===== src/verilog/ifs_pkg.sv =====
package ifs_pkg;
    // ------------------------------------------------------------------
    // register word indices (printed offsets not all multiples of four)
    // ------------------------------------------------------------------
    localparam logic [7:0] IDX_AUX_MASK   = 8'h09;  // auxiliary mask index
    localparam logic [7:0] IDX_MAIN_IRQ   = 8'h0A;  // main interrupt index
    localparam logic [7:0] IDX_AUX_EVENTS = 8'h0B;  // aux_event_flags index
    localparam logic [7:0] IDX_FILL_COUNT = 8'h0C;  // buffer_fill_count index
    localparam logic [7:0] IDX_BUF_ERROR  = 8'h0D;  // buffer_error_status index
    localparam logic [7:0] IDX_MAIN_MASK  = 8'h08;  // main mask index
    localparam logic [7:0] IDX_COMMAND    = 8'h20;  // command register index
    localparam logic [1:0] ADDR_LSB_ZERO  = 2'h0;   // word alignment bits

    // ------------------------------------------------------------------
    // aux_event_flags bit positions
    // ------------------------------------------------------------------
    localparam int AUX_DESELECT  = 7;  // deselect received
    localparam int AUX_FRAMING   = 6;  // framing_fault_flag
    localparam int AUX_PARITY    = 5;  // parity_fault_flag
    localparam int AUX_CHECKSUM  = 4;  // checksum_fault_flag
    localparam int AUX_BUFFER    = 3;  // buffer_fault_flag
    localparam int AUX_NVM_DONE  = 2;  // programming done
    localparam int AUX_NVM_FAULT = 1;  // nvm_program_fault_flag
    localparam int AUX_PREEMPT   = 0;  // nvm_access_preempted_flag

    // ------------------------------------------------------------------
    // main interrupt and buffer status fields
    // ------------------------------------------------------------------
    localparam int MAIN_AUX_SUMMARY = 0;  // summary of auxiliary events
    localparam int ST2_UNDERFLOW    = 6;  // underflow bit
    localparam int ST2_OVERFLOW     = 5;  // overflow bit
    localparam int ST2_INCOMPLETE   = 4;  // last byte incomplete
    localparam int ST2_BITCNT_LSB   = 1;  // last_byte_bitcount_lsb
    localparam int ST2_NO_PARITY    = 0;  // last_byte_no_parity
    localparam int CMD_DEFAULTS     = 0;  // command: restore defaults
    localparam int CMD_CLEAR        = 1;  // command: buffer clear

    // ------------------------------------------------------------------
    // reset values
    // ------------------------------------------------------------------
    localparam logic [7:0] RST_ZERO      = 8'h00;  // cleared registers
    localparam logic [7:0] RST_MAIN_MASK = 8'hC0;  // main mask default
    localparam logic [5:0] BUF_DEPTH     = 6'h20;  // 32 byte buffer

    // ------------------------------------------------------------------
    // event inputs from the framing and memory logic
    // ------------------------------------------------------------------
    typedef struct packed {
        logic       deselect;       // deselect command from reader
        logic       rx_framing;     // receive framing error
        logic       rx_parity;      // parity error on stored frame
        logic       rx_checksum;    // checksum error on stored frame
        logic       nvm_done;       // programming finished ok
        logic       nvm_fault;      // protected or missing address
        logic       nvm_from_host;  // programming came from host port
        logic       nvm_preempt;    // host access cut by card interface
    } ifs_event_type;

    typedef struct packed {
        logic       push;           // byte written into buffer
        logic       pop;            // byte read out by host
        logic       last_partial;   // last pushed byte incomplete
        logic [2:0] last_bits;      // valid bits of partial byte
        logic       last_no_parity; // last byte missed parity
    } ifs_buf_type;
endpackage


===== src/verilog/ifs_status_regs.sv =====
// The APB interface to the registers was decided locally.
`timescale 1ns/1ps
module ifs_status_regs #(
    parameter int AW = 8
) (
    // clock and reset
    input  wire logic                  MCLK,
    input  wire logic                  RST,
    input  wire logic                  CE,
    // apb slave
    input  wire logic                  PSEL,
    input  wire logic                  PENABLE,
    input  wire logic                  PWRITE,
    input  wire logic [AW-1:0]         PADDR,
    input  wire logic [31:0]           PWDATA,
    output logic      [31:0]           PRDATA,
    output logic                       PREADY,
    output logic                       PSLVERR,
    // events from framing and memory logic
    input  wire ifs_pkg::ifs_event_type EVENTS,
    input  wire logic [6:0]            MAIN_EVENTS,
    input  wire ifs_pkg::ifs_buf_type   BUF_IN,
    // interrupt line
    output logic                       IRQ
);
    initial begin
        if (AW < 8) $error("address width must be at least 8");
    end

    // ----------------------------------------------------------------
    // bus decode
    // ----------------------------------------------------------------
    wire       setup    = PSEL && !PENABLE;           // setup cycle
    wire       access   = PSEL && PENABLE && PREADY;  // completing cycle
    wire [AW+9:0] addr_wide = {10'h000, PADDR};         // zero-extended byte address
    wire [7:0] word_idx = addr_wide[9:2];               // register index
    wire       aligned  = (PADDR[1:0] == ifs_pkg::ADDR_LSB_ZERO);
    wire       hit_amask = aligned && (word_idx == ifs_pkg::IDX_AUX_MASK);
    wire       hit_mmask = aligned && (word_idx == ifs_pkg::IDX_MAIN_MASK);
    wire       hit_main  = aligned && (word_idx == ifs_pkg::IDX_MAIN_IRQ);
    wire       hit_aux   = aligned && (word_idx == ifs_pkg::IDX_AUX_EVENTS);
    wire       hit_fill  = aligned && (word_idx == ifs_pkg::IDX_FILL_COUNT);
    wire       hit_err   = aligned && (word_idx == ifs_pkg::IDX_BUF_ERROR);
    wire       hit_cmd   = aligned && (word_idx == ifs_pkg::IDX_COMMAND);
    wire       hit_any   = hit_amask || hit_mmask || hit_main || hit_aux
                           || hit_fill || hit_err || hit_cmd;
    wire       rd_main   = access && !PWRITE && hit_main;  // main read
    wire       rd_aux    = access && !PWRITE && hit_aux;   // aux read
    wire       wr_cmd    = access && PWRITE && hit_cmd;    // command write

    // ----------------------------------------------------------------
    // commands: restore defaults and buffer clear
    // ----------------------------------------------------------------
    wire set_default = wr_cmd && PWDATA[ifs_pkg::CMD_DEFAULTS];  // soft reset
    wire buf_clear   = wr_cmd && PWDATA[ifs_pkg::CMD_CLEAR];     // buffer clear

    // ----------------------------------------------------------------
    // mask registers
    // ----------------------------------------------------------------
    logic [7:0] aux_mask_q;   // auxiliary mask
    logic [7:0] main_mask_q;  // main mask

    // masks written by software, restored on defaults
    always_ff @(posedge MCLK or posedge RST) begin
        if (RST) begin
            aux_mask_q  <= ifs_pkg::RST_ZERO;
            main_mask_q <= ifs_pkg::RST_MAIN_MASK;
        end else if (CE) begin
            if (set_default) begin
                aux_mask_q  <= ifs_pkg::RST_ZERO;
                main_mask_q <= ifs_pkg::RST_MAIN_MASK;
            end else if (access && PWRITE && hit_amask) begin
                aux_mask_q <= PWDATA[7:0];
            end else if (access && PWRITE && hit_mmask) begin
                main_mask_q <= PWDATA[7:0];
            end
        end
    end

    // ----------------------------------------------------------------
    // buffer fill counter
    // ----------------------------------------------------------------
    logic [5:0] fill_count;  // unread bytes
    wire        buf_unf;     // pop from empty buffer
    wire        buf_ovr;     // push into full buffer

    ifs_fill #(
        .CW    (6),
        .DEPTH (ifs_pkg::BUF_DEPTH)
    ) u_fill (
        .clk       (MCLK),
        .rst       (RST),
        .ce        (CE),
        .clr       (set_default || buf_clear),
        .push      (BUF_IN.push),
        .pop       (BUF_IN.pop),
        .count_q   (fill_count),
        .underflow (buf_unf),
        .overflow  (buf_ovr)
    );

    // ----------------------------------------------------------------
    // auxiliary event sources
    // ----------------------------------------------------------------
    wire        fault_frame = EVENTS.rx_framing
                              || (BUF_IN.push && BUF_IN.last_no_parity);
    wire        nvm_host    = EVENTS.nvm_from_host;
    wire [7:0]  aux_set;
    assign aux_set[ifs_pkg::AUX_DESELECT]  = EVENTS.deselect;
    assign aux_set[ifs_pkg::AUX_FRAMING]   = fault_frame;
    assign aux_set[ifs_pkg::AUX_PARITY]    = EVENTS.rx_parity;
    assign aux_set[ifs_pkg::AUX_CHECKSUM]  = EVENTS.rx_checksum;
    assign aux_set[ifs_pkg::AUX_BUFFER]    = buf_unf || buf_ovr;
    assign aux_set[ifs_pkg::AUX_NVM_DONE]  = EVENTS.nvm_done && nvm_host;
    assign aux_set[ifs_pkg::AUX_NVM_FAULT] = EVENTS.nvm_fault && nvm_host;
    assign aux_set[ifs_pkg::AUX_PREEMPT]   = EVENTS.nvm_preempt;

    // ----------------------------------------------------------------
    // sticky auxiliary flags, cleared by their own read
    // ----------------------------------------------------------------
    logic [7:0] aux_flags;  // aux_event_flags

    ifs_sticky #(
        .WIDTH (8)
    ) u_aux (
        .clk      (MCLK),
        .rst      (RST),
        .ce       (CE),
        .soft_clr (set_default),
        .set      (aux_set),
        .rd_clr   (rd_aux),
        .flags_q  (aux_flags)
    );

    // ----------------------------------------------------------------
    // sticky main flags bits 7..1, cleared by main read
    // ----------------------------------------------------------------
    logic [6:0] main_flags;  // main bits 7..1

    ifs_sticky #(
        .WIDTH (7)
    ) u_main (
        .clk      (MCLK),
        .rst      (RST),
        .ce       (CE),
        .soft_clr (set_default),
        .set      (MAIN_EVENTS),
        .rd_clr   (rd_main),
        .flags_q  (main_flags)
    );

    // summary bit follows pending unmasked aux events, untouched by main read
    wire        aux_pending = |(aux_flags & ~aux_mask_q);
    wire [7:0]  main_view   = {main_flags, aux_pending};

    // ----------------------------------------------------------------
    // second buffer status register
    // ----------------------------------------------------------------
    logic       unf_q;      // underflow seen
    logic       ovr_q;      // overflow seen
    logic       part_q;     // last byte incomplete
    logic [2:0] bits_q;     // valid bits in last byte
    logic       nopar_q;    // last byte missed parity
    wire        st2_clr = set_default || buf_clear;

    // cause flags hold until clear, last byte info tracks each push
    always_ff @(posedge MCLK or posedge RST) begin
        if (RST) begin
            unf_q   <= 1'b0;
            ovr_q   <= 1'b0;
            part_q  <= 1'b0;
            bits_q  <= 3'h0;
            nopar_q <= 1'b0;
        end else if (CE) begin
            if (st2_clr) begin
                unf_q   <= 1'b0;
                ovr_q   <= 1'b0;
                part_q  <= 1'b0;
                bits_q  <= 3'h0;
                nopar_q <= 1'b0;
            end else begin
                unf_q <= unf_q || buf_unf;
                ovr_q <= ovr_q || buf_ovr;
                if (BUF_IN.push) begin
                    part_q  <= BUF_IN.last_partial;
                    bits_q  <= BUF_IN.last_partial ? BUF_IN.last_bits : 3'h0;
                    nopar_q <= BUF_IN.last_no_parity;
                end
            end
        end
    end

    wire [7:0] st2_view = {1'b0, unf_q, ovr_q, part_q, bits_q, nopar_q};
    wire [7:0] st1_view = {2'h0, fill_count};

    // ----------------------------------------------------------------
    // read mux
    // ----------------------------------------------------------------
    wire [7:0] rd_byte = hit_amask ? aux_mask_q  :
                         hit_mmask ? main_mask_q :
                         hit_main  ? main_view   :
                         hit_aux   ? aux_flags   :
                         hit_fill  ? st1_view    :
                         hit_err   ? st2_view    : ifs_pkg::RST_ZERO;

    // ----------------------------------------------------------------
    // apb answer: ready in the cycle after setup
    // ----------------------------------------------------------------
    always_ff @(posedge MCLK or posedge RST) begin
        if (RST) begin
            PREADY  <= 1'b0;
            PRDATA  <= 32'h0000_0000;
            PSLVERR <= 1'b0;
        end else if (CE) begin
            PREADY  <= setup;
            PSLVERR <= setup && !hit_any;
            if (setup && !PWRITE) begin
                PRDATA <= {24'h00_0000, rd_byte};
            end else if (access) begin
                PRDATA <= 32'h0000_0000;
            end
        end
    end

    // ----------------------------------------------------------------
    // interrupt output
    // ----------------------------------------------------------------
    wire irq_d = |(main_view & ~main_mask_q);

    always_ff @(posedge MCLK or posedge RST) begin
        if (RST) begin
            IRQ <= 1'b0;
        end else if (CE) begin
            IRQ <= irq_d;
        end
    end
endmodule


===== src/verilog/ifs_sticky.sv =====
`timescale 1ns/1ps
// sticky flag bank: set wins over read clear
module ifs_sticky #(
    parameter int WIDTH = 8
) (
    // clocking
    input  wire logic             clk,
    input  wire logic             rst,
    input  wire logic             ce,
    // control
    input  wire logic             soft_clr,
    input  wire logic [WIDTH-1:0] set,
    input  wire logic             rd_clr,
    // state
    output logic      [WIDTH-1:0] flags_q
);
    initial begin
        if (WIDTH < 1) $error("width must be positive");
    end

    // -----------------------------------------------------------------
    // per bit flag
    // -----------------------------------------------------------------
    for (genvar i = 0; i < WIDTH; i++) begin : g_bit
        // set beats read clear, soft clear beats all
        always_ff @(posedge clk or posedge rst) begin
            if (rst) begin
                flags_q[i] <= 1'b0;
            end else if (ce) begin
                if (soft_clr) begin
                    flags_q[i] <= 1'b0;
                end else if (set[i]) begin
                    flags_q[i] <= 1'b1;
                end else if (rd_clr) begin
                    flags_q[i] <= 1'b0;
                end
            end
        end
    end
endmodule


===== src/verilog/ifs_fill.sv =====
`timescale 1ns/1ps
// unread byte counter with underflow and overflow detection
module ifs_fill #(
    parameter int         CW    = 6,
    parameter logic [5:0] DEPTH = ifs_pkg::BUF_DEPTH
) (
    // clocking
    input  wire logic          clk,
    input  wire logic          rst,
    input  wire logic          ce,
    input  wire logic          clr,
    // buffer traffic
    input  wire logic          push,
    input  wire logic          pop,
    // results
    output logic      [CW-1:0] count_q,
    output logic               underflow,
    output logic               overflow
);
    initial begin
        if (CW != 6) $error("count width must be 6");
    end

    wire empty = (count_q == '0);       // nothing to read
    wire full  = (count_q == DEPTH);    // no room left
    assign underflow = pop && !push && empty;
    assign overflow  = push && !pop && full;

    // count follows traffic, saturating at the ends
    always_ff @(posedge clk or posedge rst) begin
        if (rst) begin
            count_q <= '0;
        end else if (ce) begin
            if (clr) begin
                count_q <= '0;
            end else if (push && !pop && !full) begin
                count_q <= count_q + CW'(1);
            end else if (pop && !push && !empty) begin
                count_q <= count_q - CW'(1);
            end
        end
    end
endmodule


===== config.mk =====
export PLATFORM = sky130hd
export DESIGN_NAME = ifs_status_regs
export DESIGN_NICKNAME = d
export VERILOG_FILES = /design/src/verilog/ifs_pkg.sv /design/src/verilog/ifs_status_regs.sv /design/src/verilog/ifs_sticky.sv /design/src/verilog/ifs_fill.sv
export SDC_FILE = /design/constraint.sdc
export NUM_CORES = 1
export LEC_CHECK = 0
export BUFFER_PORTS_ARGS = -buffer_cell sky130_fd_sc_hd__buf_4
export CAP_MARGIN = 20
export CORE_AREA = 2 2 78 99
export DETAILED_ROUTE_END_ITERATION = 7
export DIE_AREA = 0 0 80 101
export PLACE_DENSITY = 0.84
export SLEW_MARGIN = 10
export SYNTH_ARGS = -nofsm -noshare
export SYNTH_HDL_FRONTEND = slang
export SYNTH_SLANG_ARGS = --single-unit

===== constraint.sdc =====
create_clock -name MCLK -period 2.15 [get_ports MCLK]
set_clock_uncertainty 0.05 [all_clocks]
set_input_delay 0 -clock MCLK [delete_from_list [all_inputs] [get_ports MCLK]]
set_output_delay 0 -clock MCLK [all_outputs]
set_load 0.02 [all_outputs]

### After elaboration in Yosys (flattened, before gate mapping)

Index checks and enable logic that the tools add are counted.

* bits in registers: 79
* input bits: 68
* output and inout port bits: 35
* logic and storage cells: 191

* add/subtract/negate cells: 2
* eq/ne operators: 9
* bitwise gates (word level): 4
* multiplexer cells: 57
* reduce and logical (&&, ||, !) cells: 92

Operators with widths (count)
* two-way mux 8 bit: 9
* two-way mux 32 bit: 2
* nonzero test 3 bit: 16
* two-way mux 1 bit: 38
* AND reduction 2 bit: 19
* == test 6 x 4 -> 1 bit (second input constant): 6
* logical AND 1 bit: 30
* two-way mux 6 bit: 3
* bitwise AND 8 bit: 2
* NOT 8 bit: 2
* OR reduction 8 bit: 2
* two-way mux 7 bit: 2
* == test 6 bit (second input constant): 2
* logical OR 1 bit: 11
* two-way mux 3 bit: 3
* nonzero test 2 bit: 4
* zero test 1 bit: 7
* adder 6 x 1 -> 6 bit (second input constant): 1
* zero test 6 bit: 1
* subtractor 6 x 1 -> 6 bit (second input constant): 1
* AND reduction 3 bit: 1
* zero test 2 bit: 1
* != test 2 bit (second input constant): 1

### Logic depth before layout (Yosys ltp)

Gate-level depths: netlist of the first run.

* depth in word-level cells: 10
* mapped depth: 10
* mapped depth without buffers: 9

### By module

From an unflattened synthesis of the first run, not the netlist that was laid out.

* cell total of the unflattened synthesis: 365
* area, all modules: 3532.1 um^2

Modules (own cells, without submodules)
* ifs_status_regs: cells each 257, area each 2359.8 um^2, times used 1, sequential area each 853.3 um^2
* ifs_fill: cells each 58, area each 559.3 um^2, times used 1, sequential area each 150.1 um^2
* ifs_sticky at u_aux: cells each 26, area each 319.1 um^2, times used 1, sequential area each 200.2 um^2
* ifs_sticky at u_main: cells each 24, area each 294.0 um^2, times used 1, sequential area each 175.2 um^2

### Worst setup path after synthesis of the first run

No wires, ideal clock.

* kind: flip-flop to flip-flop
* from: reg u_fill.count_q[4]
* to: reg u_fill.count_q[5]
* data required time: 1979 ps
* slack: -211 ps
* stages on the path, launching flop included: 9
* data arrival time: 2190 ps
* clock period less this slack: 2361 ps
* path buffers: 0
* cell sequence: dfrtp_1 or3_4 o41ai_4 ha_1 a211oi_1 o21bai_1 a21oi_1 xnor2_1 a22o_1

* word-level cells in the longest chain between the ends: 5
* elaborated cells on any way between the ends: 13
* those cells by class: 2 x add/sub; 1 x eq/ne; 3 x mux; 7 x reduce/logical

RTL lines
* start: declaration: line ifs_fill.sv:16 `output logic [CW-1:0] count_q,`
* start signal: assignment: line ifs_fill.sv:37 `count_q <= count_q + CW'(1);`
* start signal: assignment: line ifs_fill.sv:39 `count_q <= count_q - CW'(1);`
* parallel branches: the longest is 5 deep, another holds subtractor 6 x 1 -> 6 bit

Parallel ways; which one is timed is not known. The select of a mux whose other input is x is not followed.
A chain may end at the register's enable or synchronous reset.

### Worst setup path in the final report of the first run

Same ends and word-level chain as after synthesis.

==> results.ini, run 1 <==
[synth]
fraction_of_the_mapped_netlist_area_in_compound_gates = 0.265
synth_seq_area_share = 0.429
post-synth-top-count-cell = dfrtp_1
synth_top_cell_area_share = 0.413
synth_fa_ha_area_frac = 0.0218
synth.avg_cell_area_um2 = 10.0
yosysUniqueCellTypes = 63
synth-async-reset-ratio = 1.00
synth.cell_area_mm2 = 0.00321
postSynthRegisterBits = 55
yosys.area.top_type = dfrtp_1
yosys.area_share.xor_xnor = 0.0109
syn-instance-count = 321
post_synth_most_frequent_cells = dfrtp_1 (53), a22o_1 (36), inv_1 (25), buf_4 (24), o21ai_0 (24)
synth_top_family_by_area = compound AO/OA/AOI/OAI gates
multiplexer_share_of_the_synthesized_area = 0.0464
synth_simple_gate_area_share = 0.116
synth_ff_type = dfrtp_1
synthesis.yosys.warnings = 0
synth.top_cells.by_area = dfrtp_1 (41%), a22o_1 (9.8%), buf_4 (5.6%), o21ai_0 (3.7%), mux2i_1 (3.1%)
count_of_flip_flops_with_a_built_in_enable_after_synthesis = 0

[grt]
grt_pass1_wl_um = 14000
globalRoute.totalOverflow = 0
pin_count_of_the_biggest_net_entering_global_routing = 31
track_usage = 0.224
grt_antenna_before_repair = 0
grt_pass1_vias = 2870

[run_status]
violations = negative setup slack
outcome = finished with violations

[floorplan]
die_outline_area_mm2 = 0.00808
io_pins = 103
coreArea_mm2 = 0.00718
fp-row-count = 35
die_h_um = 101
fp.dieW_um = 80
initial_utilization = 0.447

[cts]
clockRootBuffer = clkbuf_8
clk_pin_slew_worst_paths_ns = 0.10
h-tree-depth = 2
insertion_delay_ns = 0.31
clock_path_buffers = 2
cts_tree = built
clock_sinks = 55
cts_inserted_buffers = 5

[power]
max-vdd-ir-drop_uv = 559
power_per_cell_area_mw_per_mm2 = 701
total_leakage_power_nw = 1.98

[setup_path]
cp.required_ns = 2.30
endpoint_kind = register
crit_type = register to register
rr_worst_depth = 10
setup.worst_path.start_class = register
r2r_start = u_fill.count_q[4]$_DFFE_PP0P_
reg2reg_setup_slack_ns = -0.20
critPathArrivalTime_ns = 2.49
timing.critical_path.fanout_max = 3
rr_endpoint = u_fill.count_q[5]$_DFFE_PP0P_

[timing]
holdWs_ns = 0.00507
final_report_setup_violation_count = 4
max_freq_mhz = 426
tcrit_tclk_final = 1.09
max-slew-margin-rel = 0.542
slew_violations = 0
finalWorstSetupSlack_ns = -0.197
rsz0062_at_grt = true
timing.final.hold_violations = 0
min_period_ns = 2.35
timing_worst_slew_pin_value_ns = 0.684

[detailed_routing]
drt_drc_violations_left = 0
drt_pass1_iterations = 5
routed_via_density = 5.75
wirelength_um = 8840
vias = 2939
detail-route-antenna-nets = 0
wl_per_cell_um = 17.3
detailedRoute.firstIterationViolations = 313

[finish]
share_of_cells_above_drive_strength_1 = 0.255
area.sequential_mm2 = 0.00138
area.growth.synth_to_final_pct = 31.2
insertedDiodeCount = 0
postLayoutCoreUtil = 0.587
area_taken_by_multi_input_logic_gates_mm2 = 0.00164
finish.cell_count_without_fillers = 511
design.final.nets = 491
n_fill_cell = 604

[min_path]
timing.hold.worst_endpoint = PSLVERR$_DFFE_PP0P_
hold_path_startpoint = PENABLE
min_path_type = input pin to register
holdPathStages = 4

[place]
gp_congestion = 0.932
hpwlAfterDp_um = 6430
placed_cells_incl_taps = 467
port_buffer_count = 54

[flow_run]
maximum_capacitance_violations = 0

-- registers in the layout, indices dropped and copies added, names as in the netlist --
name and cells:
main_mask_q 8, IRQ 1, nopar_q 1, part_q 1, ovr_q 1, u_main.flags_q 7, aux_mask_q 8, PRDATA 8
u_aux.flags_q 8, u_fill.count_q 6, unf_q 1, PSLVERR 1, bits_q 3, PREADY 1
-- critical path, cell delays in order (launching register included) --
cell      delay (ns)
dfrtp_1         0.39
or3_4           0.40
o41ai_4         0.28
buf_4           0.19
buf_6           0.11
ha_4            0.20
o21ai_1         0.07
o21bai_1        0.08
a21oi_1         0.19
xnor2_1         0.08
a22o_1          0.20
-- repair_timing --
item | CTS | global route
endpoints found under the setup margin | 5 | 7
hold buffers | 32 | 0
setup buffers | 3 | 1
endpoints found under the hold margin | 60 | 0
pin swaps | 3 | 4
gates resized for setup | 11 | 6
-- where the power goes --
part	leakage (nW)	switching (mW)	total, mW	internal (mW)
Combinational	1.28	0.569	1.19	0.619
Sequential	0.661	0.0677	1.20	1.13
Clock	0.0412	0.339	0.568	0.229
-- worst max-delay path by stage --
stage                                     to  cells past startpoint                     startpoint
2_1_floorplan  u_fill.count_q[5]$_DFFE_PP0P_                      8  u_fill.count_q[4]$_DFFE_PP0P_
5_1_grt        u_fill.count_q[5]$_DFFE_PP0P_                     10  u_fill.count_q[4]$_DFFE_PP0P_
6_report       u_fill.count_q[5]$_DFFE_PP0P_                     10  u_fill.count_q[4]$_DFFE_PP0P_
3_3_place_gp   u_fill.count_q[5]$_DFFE_PP0P_                      8  u_fill.count_q[4]$_DFFE_PP0P_
3_5_place_dp   u_fill.count_q[5]$_DFFE_PP0P_                      8  u_fill.count_q[4]$_DFFE_PP0P_
4_1_cts        u_fill.count_q[5]$_DFFE_PP0P_                     10  u_fill.count_q[4]$_DFFE_PP0P_
-- cells by family (layout without fill, tap and decap cells) --
| logic type | count (synthesis) | after routing |
|---|---|---|
| AO/OA/AOI/OAI | 114 | 114 |
| XOR/XNOR | 4 | 4 |
| adder cells (fa/ha/maj) | 5 | 5 |
| buffers and inverters | 64 | 139 |
| flip-flops | 55 | 55 |
| multiplexers | 13 | 13 |
| other | 1 | 24 |
| AND/OR/NAND/NOR | 65 | 65 |
-- stage by stage --
| stage | area (um2) | TNS, ns | worst slack [ns] | power [mW] |
|---|---|---|---|---|
| final | 4210 | -0.446 | -0.197 | 2.95 |
| after global routing | 4210 | -1.01 | -0.293 | 3.11 |
| after CTS | 4170 | -0.409 | -0.188 | 2.88 |
| after detailed placement | 3700 | -0.456 | -0.288 | 2.18 |
| after global placement | 3700 | -0.196 | -0.141 | 2.13 |
| after floorplan | 3300 | -0.369 | -0.211 | 1.84 |
-- per-layer routing --
metal | vias to the layer above | share of wire | GRT usage
met3 | 37 | 0.061 | 0.0367
met1 | 1402 | 0.38 | 0.268
li1 | 1335 | - | -
met4 | 0 | 0.041 | 0.0952
met2 | 165 | 0.52 | 0.393
met5 | - | 0 | 0
-- cells in the final DEF (no fill, tap or decap), types with 10 or more instances in the layout --
master and count:
o21ai_0 23, nand2_1 16, dfrtp_1 53, inv_1 21
buf_4 70, conb_1 24, nor2_1 10, a21oi_1 11
dlygate4sd3_1 32, mux2i_1 10, a22o_1 36
-- final cells by class --
type | count | share of cell area
multi-input combinational | 225 | 0.389
tap | 92 | 0.0273
inverter | 25 | 0.0223
timing repair buffer | 106 | 0.214
clock buffer | 6 | 0.0172
clock inverter | 2 | 0.00297
sequential | 55 | 0.327
No activity file was read; power rests on OpenSTA's default activity.
==> run 2: changes to the inputs <==
--- a/config.mk
+++ b/config.mk
@@ -7,10 +7,10 @@
 export LEC_CHECK = 0
 export BUFFER_PORTS_ARGS = -buffer_cell sky130_fd_sc_hd__buf_4
 export CAP_MARGIN = 20
-export CORE_AREA = 2 2 78 99
+export CORE_AREA = 2 2 84 106
 export DETAILED_ROUTE_END_ITERATION = 7
-export DIE_AREA = 0 0 80 101
-export PLACE_DENSITY = 0.84
+export DIE_AREA = 0 0 86 108
+export PLACE_DENSITY = 0.75
 export SLEW_MARGIN = 10
 export SYNTH_ARGS = -nofsm -noshare
 export SYNTH_HDL_FRONTEND = slang
==> run 2 against run 1 <==
Net effect: the flow finishes with violations (negative hold slack, negative setup slack); final area increased by 0.45%; die area rose by 15%; register-to-register slack about the same; wire length grew 0.59%; first-iteration DRC count fell by 15%; global-route usage is 2.7 points lower; combinational power about the same; total power up 2.6%; count of clock-buffer cells in the layout increased by 1.
==> results.ini, run 2 (same netlist as run 1, synthesis figures left out) <==
[run_status]
outcome = finished with violations
violations = negative hold slack, negative setup slack

[cts]
h-tree-depth = 2
clk_pin_slew_worst_paths_ns = 0.10
insertion_delay_ns = 0.31
clock_sinks = 55
cts_tree = built
cts_inserted_buffers = 5
clockRootBuffer = clkbuf_8
clock_path_buffers = 2

[power]
power_per_cell_area_mw_per_mm2 = 716
max-vdd-ir-drop_uv = 418
total_leakage_power_nw = 1.99
total_power_mw = 3.03

[floorplan]
die_outline_area_mm2 = 0.00929
initial_utilization = 0.392
fp-row-count = 37
io_pins = 103
die_h_um = 108
fp.dieW_um = 86
coreArea_mm2 = 0.00819

[grt]
track_usage = 0.197
grt_pass1_vias = 2865
grt_antenna_before_repair = 0
globalRoute.totalOverflow = 0
pin_count_of_the_biggest_net_entering_global_routing = 30
grt_pass1_wl_um = 14200

[finish]
postLayoutCellArea_mm2 = 0.00423
share_of_cells_above_drive_strength_1 = 0.258
n_fill_cell = 753
area.growth.synth_to_final_pct = 31.7
finish.cell_count_without_fillers = 516
insertedDiodeCount = 0
area_taken_by_multi_input_logic_gates_mm2 = 0.00163
area.sequential_mm2 = 0.00138
layout_commonest_cell = buf_4
design.final.nets = 491
layout.cells.most_common_list = buf_4 (70), dfrtp_1 (53), a22o_1 (36), dlygate4sd3_1 (31), conb_1 (24)
postLayoutCoreUtil = 0.516

[place]
port_buffer_count = 54
hpwlAfterDp_um = 6710
gp_congestion = 0.896
placed_cells_incl_taps = 473
placed_standard_cell_area_mm2 = 0.00371

[detailed_routing]
detailedRoute.firstIterationViolations = 266
drt_pass1_iterations = 4
vias = 2860
detail-route-antenna-nets = 0
routed_via_density = 5.54
drt_drc_violations_left = 0
wl_per_cell_um = 17.2
wirelength_um = 8890

[setup_path]
crit_type = register to register
critPathArrivalTime_ns = 2.50
timing.critical_path.fanout_max = 3
cp.required_ns = 2.31
endpoint_kind = register
setup.worst_path.start_class = register

[timing]
max-slew-margin-rel = 0.580
tcrit_tclk_final = 1.09
min_period_ns = 2.35
rsz0062_at_grt = true
slew_violations = 0
holdWs_ns = -0.00473
final_report_setup_violation_count = 4
timing.final.hold_violations = 1
max_freq_mhz = 426
finalWorstSetupSlack_ns = -0.197
timing_worst_slew_pin_value_ns = 0.625

[flow_run]
maximum_capacitance_violations = 0

[min_path]
min_path_type = input pin to register

## run 2: cell count changes in the layout (fill, tap and decap cells not counted), sizes merged
cell         before  now
clkinv            1    0
dlygate4sd3      32   31
clkbuf            6    7
buf              74   75
## run 2: metal layers
| layer | GRT usage | routed length, um | up-vias |
|---|---|---|---|
| met2 | 0.351 | 4750 | 100 |
| li1 | - | - | 1332 |
| met5 | 0 | 0 | - |
| met4 | 0.0850 | 291 | 0 |
| met1 | 0.235 | 3440 | 1408 |
| met3 | 0.0282 | 409 | 20 |
## run 2: repair_timing
action                                  in CTS  in global routing
pin swaps                                    1                  3
endpoints found under the setup margin       3                  6
resized for setup                            6                 11
buffers inserted                             1                  2
hold buffers                                31                  0
hold endpoints to repair                    60                  0
## run 2: layout make-up
type / count / area share
clock inverter: 1 / 0.00177
inverter: 25 / 0.0222
clock buffer: 7 / 0.0228
tap: 97 / 0.0287
sequential: 55 / 0.326
multi-input combinational: 225 / 0.386
timing repair buffer: 106 / 0.213
## run 2: stage by stage
| step | setup slack (ns) | setup TNS [ns] |
|---|---|---|
| 6_report | -0.197 | -0.420 |
| 4_1_cts | -0.190 | -0.370 |
| 3_5_place_dp | -0.251 | -0.457 |
| 3_3_place_gp | -0.161 | -0.236 |
| 5_1_grt | -0.323 | -0.887 |
| 2_1_floorplan | -0.211 | -0.369 |
## run 2: path summary, 6_finish.rpt
check / start / endpoint / slack [ns] / cells past startpoint
worst max-delay path: u_fill.count_q[4]$_DFFE_PP0P_ / u_fill.count_q[4]$_DFFE_PP0P_ / -0.20 / 10
worst min-delay path: PENABLE / PSLVERR$_DFFE_PP0P_ / -0.005 / 4
worst max register to register: u_fill.count_q[4]$_DFFE_PP0P_ / u_fill.count_q[4]$_DFFE_PP0P_ / -0.20 / 10
worst min register to register: PRDATA[7]$_DFFE_PP0P_ / PRDATA[7]$_DFFE_PP0P_ / 0.42 / 2
max in group asynchronous: RST / u_aux.flags_q[3]$_DFFE_PP0P_ / 1.21 / 4
min in group asynchronous: RST / PRDATA[6]$_DFFE_PP0P_ / 0.27 / 3
## run 2: report_power, final
group | internal [mW] | switching [mW] | leakage [nW] | total, mW
Combinational | 0.625 | 0.582 | 1.28 | 1.21
Clock | 0.294 | 0.337 | 0.0505 | 0.631
Sequential | 1.13 | 0.0630 | 0.661 | 1.19
Total | 2.05 | 0.982 | 1.99 | 3.03
## run 2: critical path: stages, from the launching register on
cell and delay (ns):
dfrtp_1 0.39, or3_4 0.41, o41ai_4 0.24, buf_4 0.20, inv_2 0.04, fa_2 0.35, inv_2 0.05, a21o_1 0.12
a21oi_2 0.06, xnor2_1 0.13, a22o_1 0.20
==> run 3: changes to the inputs <==
--- a/config.mk
+++ b/config.mk
@@ -11,6 +11,7 @@
 export DETAILED_ROUTE_END_ITERATION = 7
 export DIE_AREA = 0 0 86 108
 export PLACE_DENSITY = 0.75
+export SKIP_CTS_REPAIR_TIMING = 1
 export SLEW_MARGIN = 10
 export SYNTH_ARGS = -nofsm -noshare
 export SYNTH_HDL_FRONTEND = slang
==> run 3 against run 2 <==
Net effect: the flow still finishes with violations (negative hold slack, negative setup slack); total power decreased by 3.6%; largest cell class unchanged; utilization decreased by 0.75 points; die area unchanged; final area decreased by 1.4%; sequential power about the same; setup slack got worse by 0.014 ns; worst hold slack got worse by 0.0019 ns; cell count unchanged.
==> results.ini, run 3 (same netlist as run 1, synthesis figures left out) <==
[run_status]
outcome = finished with violations
violations = negative hold slack, negative setup slack

[finish]
layout.cells.most_common_list = buf_4 (74), dfrtp_1 (53), a22o_1 (36), dlygate4sd3_1 (31), conb_1 (24)
area.growth.synth_to_final_pct = 29.8
postLayoutCoreUtil = 0.509
insertedDiodeCount = 0
layout_commonest_cell = buf_4
design.final.nets = 491
share_of_cells_above_drive_strength_1 = 0.248

[setup_path]
critPathArrivalTime_ns = 2.52
timing.critical_path.max_delay_family = compound AO/OA/AOI/OAI gates
timing.critical_path.fanout_max = 4
worst-path-stages = 8
timing.critical_path.cells = or3_4 -> o41ai_4 -> ha_1 -> a211oi_2 -> o21bai_1 -> a21oi_1 -> xnor2_1 -> a22o_1
setup.worst_path.start_class = register
endpoint_kind = register
crit_buf_inv = 0
reg2reg_setup_slack_ns = -0.21
rr_worst_depth = 8
timing.critical_path.slowest_cell_delay_ns = 0.40
crit_type = register to register
cp.required_ns = 2.31
slowest_stage = or3_4

[min_path]
holdPathStages = 4
min_path_type = input pin to register

[timing]
final_report_setup_violation_count = 4
max_freq_mhz = 423
tcrit_tclk_final = 1.10
finalWorstSetupSlack_ns = -0.211
timing_worst_slew_pin_value_ns = 0.625
slew_violations = 0
max-slew-margin-rel = 0.583
rsz0062_at_grt = true
timing.final.hold_violations = 1
holdWs_ns = -0.00660
min_period_ns = 2.36

[power]
total_power_mw = 2.92
power_frac_comb = 0.377
total_leakage_power_nw = 1.98
switching_portion_of_total_power = 0.320
total_switching_power_mw = 0.934
max-vdd-ir-drop_uv = 406
power.share.clock = 0.215
internal-power_mw = 1.99
seq_power_share = 0.408
power_per_cell_area_mw_per_mm2 = 700

[floorplan]
coreArea_mm2 = 0.00819
fp.dieW_um = 86
initial_utilization = 0.392
die_outline_area_mm2 = 0.00929
io_pins = 103
die_h_um = 108
fp-row-count = 37

[grt]
grt_pass1_wl_um = 13600
pin_count_of_the_biggest_net_entering_global_routing = 30
track_usage = 0.189
globalRoute.totalOverflow = 0
grt_antenna_before_repair = 0
grt_pass1_vias = 2680

[detailed_routing]
routed_via_density = 5.57
wirelength_um = 8800
detailedRoute.firstIterationViolations = 302
vias = 2876
drt_pass1_iterations = 4
drt_drc_violations_left = 0
detail-route-antenna-nets = 0
wl_per_cell_um = 17.1

[cts]
cts_tree = built
clock_path_buffers = 2
clockRootBuffer = clkbuf_8
clock_sinks = 55
insertion_delay_ns = 0.31
clk_pin_slew_worst_paths_ns = 0.09
cts_inserted_buffers = 5
h-tree-depth = 2

[place]
gp_congestion = 0.896
hpwlAfterDp_um = 6710
pre_cts_ws_ns = -0.251
port_buffer_count = 54

[flow_run]
maximum_capacitance_violations = 0

-- run 3: cell counts in the layout (fill, tap and decap cells not counted) --
Identical to the previous run, type by type.
-- run 3: final timing paths --
path / start / endpoint
worst max-delay path: u_fill.count_q[4]$_DFFE_PP0P_ / u_fill.count_q[5]$_DFFE_PP0P_
worst min-delay path: PENABLE / PSLVERR$_DFFE_PP0P_
worst max register to register: u_fill.count_q[4]$_DFFE_PP0P_ / u_fill.count_q[5]$_DFFE_PP0P_
worst min register to register: PRDATA[7]$_DFFE_PP0P_ / PRDATA[7]$_DFFE_PP0P_
max in group asynchronous: RST / ovr_q$_DFFE_PP0P_
min in group asynchronous: RST / u_main.flags_q[3]$_DFFE_PP0P_
-- run 3: routing by layer --
| metal | track usage | vias up | part of all wire |
|---|---|---|---|
| met3 | 0.0275 | 26 | 0.048 |
| li1 | - | 1335 | - |
| met2 | 0.334 | 113 | 0.52 |
| met1 | 0.230 | 1402 | 0.39 |
| met5 | 0 | - | 0 |
| met4 | 0.0760 | 0 | 0.036 |
-- run 3: final cells by class --
type                    instances  area (um2)
well taps                      97         121
flip-flops and latches         55        1380
repair buffers                106         886
inverters                      25        93.8
clock buffers                   7        96.3
clock inverters                 1        7.51
fillers                       757        4020
multi-input cells             225        1590
-- run 3: power by group through the flow --
| stage | clock network (mW) | logic (mW) | registers [mW] |
|---|---|---|---|
| after floorplan | 0 | 0.620 | 1.22 |
| after global placement | 0 | 0.946 | 1.21 |
| after detailed placement | 0 | 0.990 | 1.21 |
| after CTS | 0.637 | 0.993 | 1.19 |
| after global routing | 0.679 | 1.20 | 1.20 |
| final | 0.628 | 1.10 | 1.19 |
-- run 3: per-stage QoR --
| stage | setup TNS, ns | cells | area (um2) | hold slack, ns |
|---|---|---|---|---|
| after floorplan | -0.369 | 344 | 3300 | 0.0801 |
| after global placement | -0.236 | 473 | 3710 | 0.0677 |
| after detailed placement | -0.457 | 473 | 3710 | 0.0710 |
| after CTS | -0.498 | 481 | 3820 | -0.263 |
| after global routing | -0.913 | 516 | 4170 | 0.0261 |
| final | -0.499 | 516 | 4170 | -0.00660 |
-- run 3: tightest hold or removal path, delay by kind of cell --
family	cells	cell delay, ns
AND/OR/NAND/NOR	2	0.14
buffers and inverters	1	0.10
AO/OA/AOI/OAI	1	0.08
